<file path="src/logic/ifb_pkg.sv">
package ifb_pkg;

	localparam int NUM_REGS = 8;
	localparam logic [7:0] RESET_REG = 8'h00;

	localparam logic [7:0] OFS_EDGE = 8'h00;
	localparam logic [7:0] OFS_CTL0 = 8'h04;
	localparam logic [7:0] OFS_CTL1 = 8'h08;
	localparam logic [7:0] OFS_CTL2 = 8'h0C;
	localparam logic [7:0] OFS_GRP0 = 8'h10;
	localparam logic [7:0] OFS_GRP1 = 8'h14;
	localparam logic [7:0] OFS_GRP2 = 8'h18;
	localparam logic [7:0] OFS_GRP3 = 8'h1C;

	localparam logic [2:0] REG_EDGE = 3'h0;
	localparam logic [2:0] REG_CTL0 = 3'h1;
	localparam logic [2:0] REG_CTL1 = 3'h2;
	localparam logic [2:0] REG_CTL2 = 3'h3;
	localparam logic [2:0] REG_GRP0 = 3'h4;

	localparam int PIN0_CODE_LSB = 0;
	localparam int PIN1_CODE_LSB = 2;
	localparam int BIT_GLOBAL = 0;
	localparam int BIT_PIN0_EN = 1;
	localparam int BIT_GRP0_EN = 2;
	localparam int BIT_GRP1_EN = 3;
	localparam int BIT_PIN0_REQ = 4;
	localparam int BIT_GRP0_REQ = 5;
	localparam int BIT_GRP1_REQ = 6;
	localparam int BIT_GRP2_EN = 0;
	localparam int BIT_GRP3_EN = 1;
	localparam int BIT_CONV_EN = 2;
	localparam int BIT_TICK0_EN = 3;
	localparam int BIT_GRP2_REQ = 4;
	localparam int BIT_GRP3_REQ = 5;
	localparam int BIT_CONV_REQ = 6;
	localparam int BIT_TICK0_REQ = 7;
	localparam int BIT_TICK1_EN = 0;
	localparam int BIT_PIN1_EN = 1;
	localparam int BIT_SERIAL_EN = 2;
	localparam int BIT_TICK1_REQ = 4;
	localparam int BIT_PIN1_REQ = 5;
	localparam int BIT_SERIAL_REQ = 6;
	localparam int MEMBER_REQ_LSB = 4;
	localparam int MEMBER_EN_LSB = 0;

	typedef enum logic [1:0] {
		EDGE_OFF = 2'b00,
		EDGE_RISE = 2'b01,
		EDGE_FALL = 2'b10,
		EDGE_BOTH = 2'b11
	} ifb_edge_type;

	typedef enum logic [3:0] {
		VEC_PIN0 = 4'b0000,
		VEC_PIN1 = 4'b0001,
		VEC_TICK0 = 4'b0010,
		VEC_TICK1 = 4'b0011,
		VEC_CONV = 4'b0100,
		VEC_SERIAL = 4'b0101,
		VEC_GRP0 = 4'b0110,
		VEC_GRP1 = 4'b0111,
		VEC_GRP2 = 4'b1000,
		VEC_GRP3 = 4'b1001
	} ifb_vector_type;

	typedef struct packed {
		logic psel;
		logic penable;
		logic pwrite;
		logic [7:0] paddr;
		logic [31:0] pwdata;
	} ifb_apb_req_type;

	// Group member events in flag order: bit 3 is flag bit 7
	typedef struct packed {
		logic tick0;
		logic tick1;
		logic conversion_done;
		logic serial_port;
		logic [3:0] group0;
		logic [3:0] group1;
		logic [3:0] group2;
		logic [3:0] group3;
	} ifb_event_type;

	// Variant 0 smallest, 3 largest
	function automatic logic [7:0] impl_mask(logic [2:0] idx,
		logic [1:0] variant);
		logic [7:0] m;
		m = 8'hFF;
		unique case (idx)
			3'h0: m = 8'h0F;
			3'h1: m = 8'h7F;
			3'h2: m = (variant == 2'h0) ? 8'hEE : 8'hFF;
			3'h3: m = (variant >= 2'h2) ? 8'h77 : 8'h33;
			3'h4: m = (variant >= 2'h2) ? 8'hFF : 8'h33;
			3'h5: m = (variant == 2'h3) ? 8'hFF : 8'h33;
			3'h6: m = (variant == 2'h0) ? 8'h00 : 8'h33;
			3'h7: m = (variant == 2'h0) ? 8'hDD : 8'hFF;
		endcase
		return m;
	endfunction

	function automatic logic edge_hit(logic [1:0] code, logic level,
		logic prev);
		logic rise;
		logic fall;
		rise = level & ~prev;
		fall = ~level & prev;
		return ((code == EDGE_RISE) & rise) | ((code == EDGE_FALL) & fall)
			| ((code == EDGE_BOTH) & (rise | fall));
	endfunction

endpackage

</file>
<file path="src/logic/ifb_flag_bank.sv">
// The APB slave port and the placing of the registers were chosen for this implementation.
`timescale 1ns/100ps
`default_nettype none
module ifb_flag_bank #(
	parameter logic [1:0] VARIANT = 2'h3
) (
	input wire logic clock,
	input wire logic rst,
	input wire ifb_pkg::ifb_apb_req_type apb_req,
	output logic [31:0] prdata,
	output logic pready,
	output logic pslverr,
	input wire logic pin0_level,
	input wire logic pin1_level,
	input wire ifb_pkg::ifb_event_type events,
	input wire logic stack_full,
	output logic vector_strobe,
	output ifb_pkg::ifb_vector_type vector_index,
	output logic global_irq_enable
);
	import ifb_pkg::*;

	typedef struct packed {
		logic [NUM_REGS-1:0][7:0] regs;
		logic pin0_prev;
		logic pin1_prev;
		logic [3:0] group_prev;
		logic pready;
		logic pslverr;
		logic [31:0] prdata;
		logic vec_strobe;
		ifb_vector_type vec_index;
	} ifb_state_type;

	ifb_state_type st;
	ifb_state_type next_st;

	logic [2:0] idx;
	logic hit;
	logic setup;
	logic access;
	logic wr;
	logic [9:0] req;
	logic [9:0] ena;
	logic [9:0] clr;
	logic service;
	ifb_vector_type pick;
	logic [3:0][3:0] gev;
	logic [3:0] ghit;
	logic [3:0] gset;

	always_comb begin
		hit = 1'b1;
		idx = REG_EDGE;
		unique case (apb_req.paddr)
			OFS_EDGE: idx = 3'h0;
			OFS_CTL0: idx = 3'h1;
			OFS_CTL1: idx = 3'h2;
			OFS_CTL2: idx = 3'h3;
			OFS_GRP0: idx = 3'h4;
			OFS_GRP1: idx = 3'h5;
			OFS_GRP2: idx = 3'h6;
			OFS_GRP3: idx = 3'h7;
			default: hit = 1'b0;
		endcase
	end

	assign setup = apb_req.psel & ~apb_req.penable;
	assign access = apb_req.psel & apb_req.penable & st.pready;
	assign wr = access & apb_req.pwrite & hit;

	// Pending requests in priority order, pins first
	assign req = {st.regs[REG_CTL1][BIT_GRP3_REQ],
		st.regs[REG_CTL1][BIT_GRP2_REQ],
		st.regs[REG_CTL0][BIT_GRP1_REQ],
		st.regs[REG_CTL0][BIT_GRP0_REQ],
		st.regs[REG_CTL2][BIT_SERIAL_REQ],
		st.regs[REG_CTL1][BIT_CONV_REQ],
		st.regs[REG_CTL2][BIT_TICK1_REQ],
		st.regs[REG_CTL1][BIT_TICK0_REQ],
		st.regs[REG_CTL2][BIT_PIN1_REQ],
		st.regs[REG_CTL0][BIT_PIN0_REQ]};
	assign ena = {st.regs[REG_CTL1][BIT_GRP3_EN],
		st.regs[REG_CTL1][BIT_GRP2_EN],
		st.regs[REG_CTL0][BIT_GRP1_EN],
		st.regs[REG_CTL0][BIT_GRP0_EN],
		st.regs[REG_CTL2][BIT_SERIAL_EN],
		st.regs[REG_CTL1][BIT_CONV_EN],
		st.regs[REG_CTL2][BIT_TICK1_EN],
		st.regs[REG_CTL1][BIT_TICK0_EN],
		st.regs[REG_CTL2][BIT_PIN1_EN],
		st.regs[REG_CTL0][BIT_PIN0_EN]};

	assign gev = {events.group3, events.group2, events.group1,
		events.group0};

	always_comb begin
		pick = VEC_PIN0;
		clr = 10'h000;
		// Lowest index wins
		for (int k = 9; k >= 0; k--) begin
			if (req[k] & ena[k]) begin
				pick = ifb_vector_type'(k[3:0]);
			end
		end
		// Stack full or global off: nothing acknowledged, flags kept
		service = st.regs[REG_CTL0][BIT_GLOBAL] & |(req & ena)
			& ~stack_full & ~st.vec_strobe;
		if (service) begin
			clr[pick] = 1'b1;
		end
	end

	// Group hit from current member flags and enables
	genvar g;
	generate
		for (g = 0; g < 4; g++) begin : g_group
			assign ghit[g] = |(st.regs[REG_GRP0 + 3'(g)][MEMBER_REQ_LSB +: 4]
				& st.regs[REG_GRP0 + 3'(g)][MEMBER_EN_LSB +: 4]);
			assign gset[g] = ghit[g] & ~st.group_prev[g];
		end
	endgenerate

	always_comb begin
		next_st = st;
		next_st.pready = 1'b0;
		next_st.pslverr = 1'b0;
		next_st.vec_strobe = service;
		next_st.pin0_prev = pin0_level;
		next_st.pin1_prev = pin1_level;
		next_st.group_prev = ghit;
		if (service) begin
			next_st.vec_index = pick;
		end
		if (setup) begin
			next_st.pready = 1'b1;
			next_st.pslverr = ~hit;
			next_st.prdata = hit ? {24'h00_0000, st.regs[idx]} : 32'h0000_0000;
		end
		if (wr) begin
			next_st.regs[idx] = apb_req.pwdata[7:0];
		end
		// Service clears the served flag and the global enable
		next_st.regs[REG_CTL0][BIT_GLOBAL] =
			next_st.regs[REG_CTL0][BIT_GLOBAL] & ~service;
		next_st.regs[REG_CTL0][BIT_PIN0_REQ] =
			next_st.regs[REG_CTL0][BIT_PIN0_REQ] & ~clr[0];
		next_st.regs[REG_CTL2][BIT_PIN1_REQ] =
			next_st.regs[REG_CTL2][BIT_PIN1_REQ] & ~clr[1];
		next_st.regs[REG_CTL1][BIT_TICK0_REQ] =
			next_st.regs[REG_CTL1][BIT_TICK0_REQ] & ~clr[2];
		next_st.regs[REG_CTL2][BIT_TICK1_REQ] =
			next_st.regs[REG_CTL2][BIT_TICK1_REQ] & ~clr[3];
		next_st.regs[REG_CTL1][BIT_CONV_REQ] =
			next_st.regs[REG_CTL1][BIT_CONV_REQ] & ~clr[4];
		next_st.regs[REG_CTL2][BIT_SERIAL_REQ] =
			next_st.regs[REG_CTL2][BIT_SERIAL_REQ] & ~clr[5];
		next_st.regs[REG_CTL0][BIT_GRP0_REQ] =
			next_st.regs[REG_CTL0][BIT_GRP0_REQ] & ~clr[6];
		next_st.regs[REG_CTL0][BIT_GRP1_REQ] =
			next_st.regs[REG_CTL0][BIT_GRP1_REQ] & ~clr[7];
		next_st.regs[REG_CTL1][BIT_GRP2_REQ] =
			next_st.regs[REG_CTL1][BIT_GRP2_REQ] & ~clr[8];
		next_st.regs[REG_CTL1][BIT_GRP3_REQ] =
			next_st.regs[REG_CTL1][BIT_GRP3_REQ] & ~clr[9];
		// Events set flags last so a set beats any clear
		if (edge_hit(st.regs[REG_EDGE][PIN0_CODE_LSB +: 2], pin0_level,
			st.pin0_prev)) begin
			next_st.regs[REG_CTL0][BIT_PIN0_REQ] = 1'b1;
		end
		if (edge_hit(st.regs[REG_EDGE][PIN1_CODE_LSB +: 2], pin1_level,
			st.pin1_prev)) begin
			next_st.regs[REG_CTL2][BIT_PIN1_REQ] = 1'b1;
		end
		if (events.tick0) begin
			next_st.regs[REG_CTL1][BIT_TICK0_REQ] = 1'b1;
		end
		if (events.conversion_done) begin
			next_st.regs[REG_CTL1][BIT_CONV_REQ] = 1'b1;
		end
		if (events.tick1) begin
			next_st.regs[REG_CTL2][BIT_TICK1_REQ] = 1'b1;
		end
		if (events.serial_port) begin
			next_st.regs[REG_CTL2][BIT_SERIAL_REQ] = 1'b1;
		end
		// Members stay set until software clears them
		for (int k = 0; k < 4; k++) begin
			next_st.regs[REG_GRP0 + 3'(k)][MEMBER_REQ_LSB +: 4] =
				next_st.regs[REG_GRP0 + 3'(k)][MEMBER_REQ_LSB +: 4]
				| gev[k];
		end
		if (gset[0]) begin
			next_st.regs[REG_CTL0][BIT_GRP0_REQ] = 1'b1;
		end
		if (gset[1]) begin
			next_st.regs[REG_CTL0][BIT_GRP1_REQ] = 1'b1;
		end
		if (gset[2]) begin
			next_st.regs[REG_CTL1][BIT_GRP2_REQ] = 1'b1;
		end
		if (gset[3]) begin
			next_st.regs[REG_CTL1][BIT_GRP3_REQ] = 1'b1;
		end
		// Variant trims bits that do not exist
		for (int k = 0; k < NUM_REGS; k++) begin
			next_st.regs[k] = next_st.regs[k]
				& impl_mask(3'(k), VARIANT);
		end
	end

	always_ff @(posedge clock or posedge rst) begin
		if (rst) begin
			st <= '0;
		end else begin
			st <= next_st;
		end
	end

	assign prdata = st.prdata;
	assign pready = st.pready;
	assign pslverr = st.pslverr;
	assign vector_strobe = st.vec_strobe;
	assign vector_index = st.vec_index;
	assign global_irq_enable = st.regs[REG_CTL0][BIT_GLOBAL];
endmodule
`default_nettype wire

</file>
<file path="config.mk">
export PLATFORM = sky130hd
export DESIGN_NAME = ifb_flag_bank
export DESIGN_NICKNAME = d
export VERILOG_FILES = /design/src/logic/ifb_pkg.sv /design/src/logic/ifb_flag_bank.sv
export SDC_FILE = /design/constraint.sdc
export NUM_CORES = 1
export LEC_CHECK = 0
export BUFFER_PORTS_ARGS = -buffer_cell sky130_fd_sc_hd__buf_4
export CAP_MARGIN = 20
export CORE_AREA = 2 2 104 106
export CTS_BUF_LIST = sky130_fd_sc_hd__clkbuf_8
export CTS_CLUSTER_DIAMETER = 30
export DETAILED_ROUTE_END_ITERATION = 6
export DIE_AREA = 0 0 106 108
export PLACE_DENSITY = 0.64
export SETUP_SLACK_MARGIN = 0.15
export SYNTH_ARGS = -nofsm -noshare
export SYNTH_HDL_FRONTEND = slang
export SYNTH_SLANG_ARGS = --single-unit
</file>
<file path="constraint.sdc">
create_clock -name clock -period 2.25 [get_ports clock]
set_clock_uncertainty 0.1 [all_clocks]
set_input_delay 0.45 -clock clock [delete_from_list [all_inputs] [get_ports clock]]
set_output_delay 0.45 -clock clock [all_outputs]
set_load 0.01 [all_outputs]
</file>
==> impl_metrics.json <==
{
  "grt_antenna_before_repair": 0,
  "max-cap-violations": 0,
  "wl_per_cell_um": 17.1,
  "cp_cell_sequence": "buf_4 > or4_4 > or2_2 > nor4b_4 > buf_4 > buf_6 > mux2_2",
  "drt_first_pass_iters": 5,
  "post-place-ws_ns": -0.303,
  "critPathMaxFanout": 5,
  "setup_ws_ns": 0.0409,
  "rsz0062_at_grt": "yes",
  "vias": 3030,
  "die_w_um": 106,
  "track_usage_pct": 18.1,
  "die-area_sq_mm": 0.0114,
  "hp-class": "in -> async",
  "dpl.cell_count": 564,
  "n_antenna_cell": 0,
  "synth_edf_count": 0,
  "final_hold_viol_count": 0,
  "relSlewSlack_pct": 62.3,
  "hpwl_um": 7150,
  "yosysWarnings": 0,
  "cts_sinks": 74,
  "htree_levels": 3,
  "synthTopCellsByArea": "dfrtp_1 46%, mux2_2 9.5%, buf_4 6.9%",
  "fin_area_sq_mm": 0.00482,
  "clockBufferDepth": 2,
  "startpoint_type": "primary input",
  "worst_path_max_delay_cell": "or4_4",
  "synth_cells": 374,
  "die_h_um": 108,
  "overflow": 0,
  "via_per_inst": 5.22,
  "arrival_ns": 2.35,
  "power_uw": 2530,
  "yosys.cell_types.count": 52,
  "grt_max_degree": 75,
  "netlist_area_sq_mm": 0.00403,
  "port-buffer-count": 57,
  "core_area_sq_mm": 0.0102,
  "synth_top_area_cell": "dfrtp_1",
  "grt_pass1_vias": 2928,
  "status": "complete, no violations",
  "fmax_ghz": 0.453,
  "leakage_uw": 0.00222,
  "r2r-start": "pready",
  "fin_tns_setup_ns": 0,
  "p_per_area_mw_per_mm2": 524,
  "worstSetupPathType": "in -> reg",
  "slew_violations": 0,
  "cpMostUsedCell": "buf_4",
  "final_cells": 581,
  "fin_nets": 513,
  "period_minus_slack_ns": 2.21,
  "ant_nets": 0,
  "initialDrtViolationCount": 192,
  "cts_hold_buf": 0,
  "post_dp_cell_area_sq_mm": 0.00462,
  "synth_top_area_share_pct": 46.0,
  "cts_made_buffers": 9,
  "drc": 0,
  "r2r_cells": 5,
  "dominantRegCellSynth": "dfrtp_1",
  "synth-seq-area-share_pct": 46.0,
  "cp-end-kind": "flop",
  "cpPeakStageDelay_ns": 0.53,
  "period_share_pct": 98.2,
  "wirelength_um": 9940,
  "worst_slew_pin_slew_ns": 0.552,
  "cts-root-buf": "clkbuf_8",
  "fillCellCount": 966,
  "drive_gt1_share_pct": 33.0,
  "syn_area_per_cell_sq_um": 10.8,
  "synthArstFlopShare_pct": 100,
  "cp.required_ns": 2.39,
  "start_util_pct": 39.3,
  "clock_latency_ns": 0.36,
  "io_pins": 108,
  "rows": 37,
  "grt_first_pass_wirelength_um": 15800,
  "ir_worst_vdd_v": 0.000331,
  "clkTransAtPathRegs_ns": 0.08,
  "ff2ff_setup_slack_ns": 0.27,
  "area_delta_synth_final_pct": 19.9,
  "globalplace.congestion": 0.839,
  "cts_tree": "yes",
  "setup_viol_count_final": 0,
  "ys_ff_latch": 74
}
power by group:
part	internal [uW]	total, uW	leakage [uW]	switching [uW]
registers	1340	1350	0.000906	10.1
logic	97.9	238	0.00122	140
clock network	445	937	0.0000938	492
how the worst max path moves through the flow:
stage           startpoint   end  cells after the start
6_report       apb_req[32]  flop                      7
5_1_grt        apb_req[33]  flop                      7
4_1_cts        apb_req[32]  flop                      6
3_5_place_dp   apb_req[33]  flop                      6
3_3_place_gp   apb_req[33]  flop                      6
2_1_floorplan  apb_req[33]  flop                      5
per-layer routing:
metal  share of wire, %  GRT usage [%]  wire, um  vias to the layer above
met2                 47           28.9      4700                      114
met5                  0              0         0                        -
li1                   -              -         -                     1420
met4                1.4           6.39       140                        0
met1                 45           24.8      4480                     1482
met3                6.4           3.38       632                       14
cells in the mapped netlist, types with 3 or more instances:
| library cell | instances |
|---|---|
| nor3_1 | 9 |
| a211o_1 | 8 |
| a22oi_1 | 14 |
| buf_2 | 3 |
| mux2i_1 | 14 |
| a22o_1 | 4 |
| buf_4 | 37 |
| dfrtp_1 | 74 |
| mux4_2 | 6 |
| nand3_1 | 3 |
| a21oi_1 | 20 |
| clkbuf_1 | 9 |
| a211oi_1 | 3 |
| nor2_1 | 28 |
| inv_1 | 12 |
| nand2_1 | 26 |
| mux2_2 | 34 |
| o21ai_0 | 11 |
| ha_1 | 4 |
| nor2b_1 | 9 |
| nand2b_1 | 6 |
stage by stage:
step | util (%) | hold slack, ns
after floorplan | - | 0.321
after global placement | 45.1 | 0.325
after CTS | 46.9 | 0.0996
final | 47.2 | 0.0891
after global routing | 47.2 | 0.0995
after detailed placement | 45.1 | 0.339
layout make-up:
type / count / area, sq um / area share [%]
repair buffers: 84 / 668 / 13.8
inverters: 12 / 48.8 / 1.01
clock inverters: 4 / 20.0 / 0.415
well taps: 136 / 170 / 3.53
multi-input cells: 260 / 1910 / 39.7
clock buffers: 11 / 151 / 3.14
flip-flops and latches: 74 / 1850 / 38.4
cells by family (layout without fill, tap and decap cells):
| kind of cell | after synthesis | in the layout | share of synthesized area (%) |
|---|---|---|---|
| and+or+nand+nor | 99 | 99 | 13.3 |
| adders and majority gates | 4 | 4 | 1.24 |
| other | 1 | 24 | 0.0932 |
| buffers and inverters | 63 | 111 | 9.60 |
| DFF | 74 | 74 | 46.0 |
| muxes | 54 | 54 | 16.4 |
| AOI/OAI and AO/OA | 79 | 79 | 13.4 |
timing repair:
action	CTS	global route
cloned	0	1
pin swaps	0	1
setup buffers	0	1
setup endpoints to repair	13	26
resized for setup	3	3
critical path, delay by kind of cell:
kind / cells / cell delay [ns]
muxes: 1 / 0.34
buffers and inverters: 3 / 0.40
and+or+nand+nor: 3 / 1.16
placed cells by master (no fill, tap or decap), types with 3 or more instances in the layout:
cell type   n
a211o_1     8
a211oi_1    3
a21oi_1    20
a22o_1      4
a22oi_1    14
buf_4      77
buf_6       4
clkbuf_8   11
conb_1     24
dfrtp_1    74
ha_1        4
inv_1      13
mux2_2     27
mux2_4      7
mux2i_1    14
mux4_2      6
nand2_1    26
nand2b_1    6
nand3_1     3
nor2_1     28
nor2b_1     9
nor3_1      9
o21ai_0    10
o21ai_1     3
(Power assumes the default switching activity.)
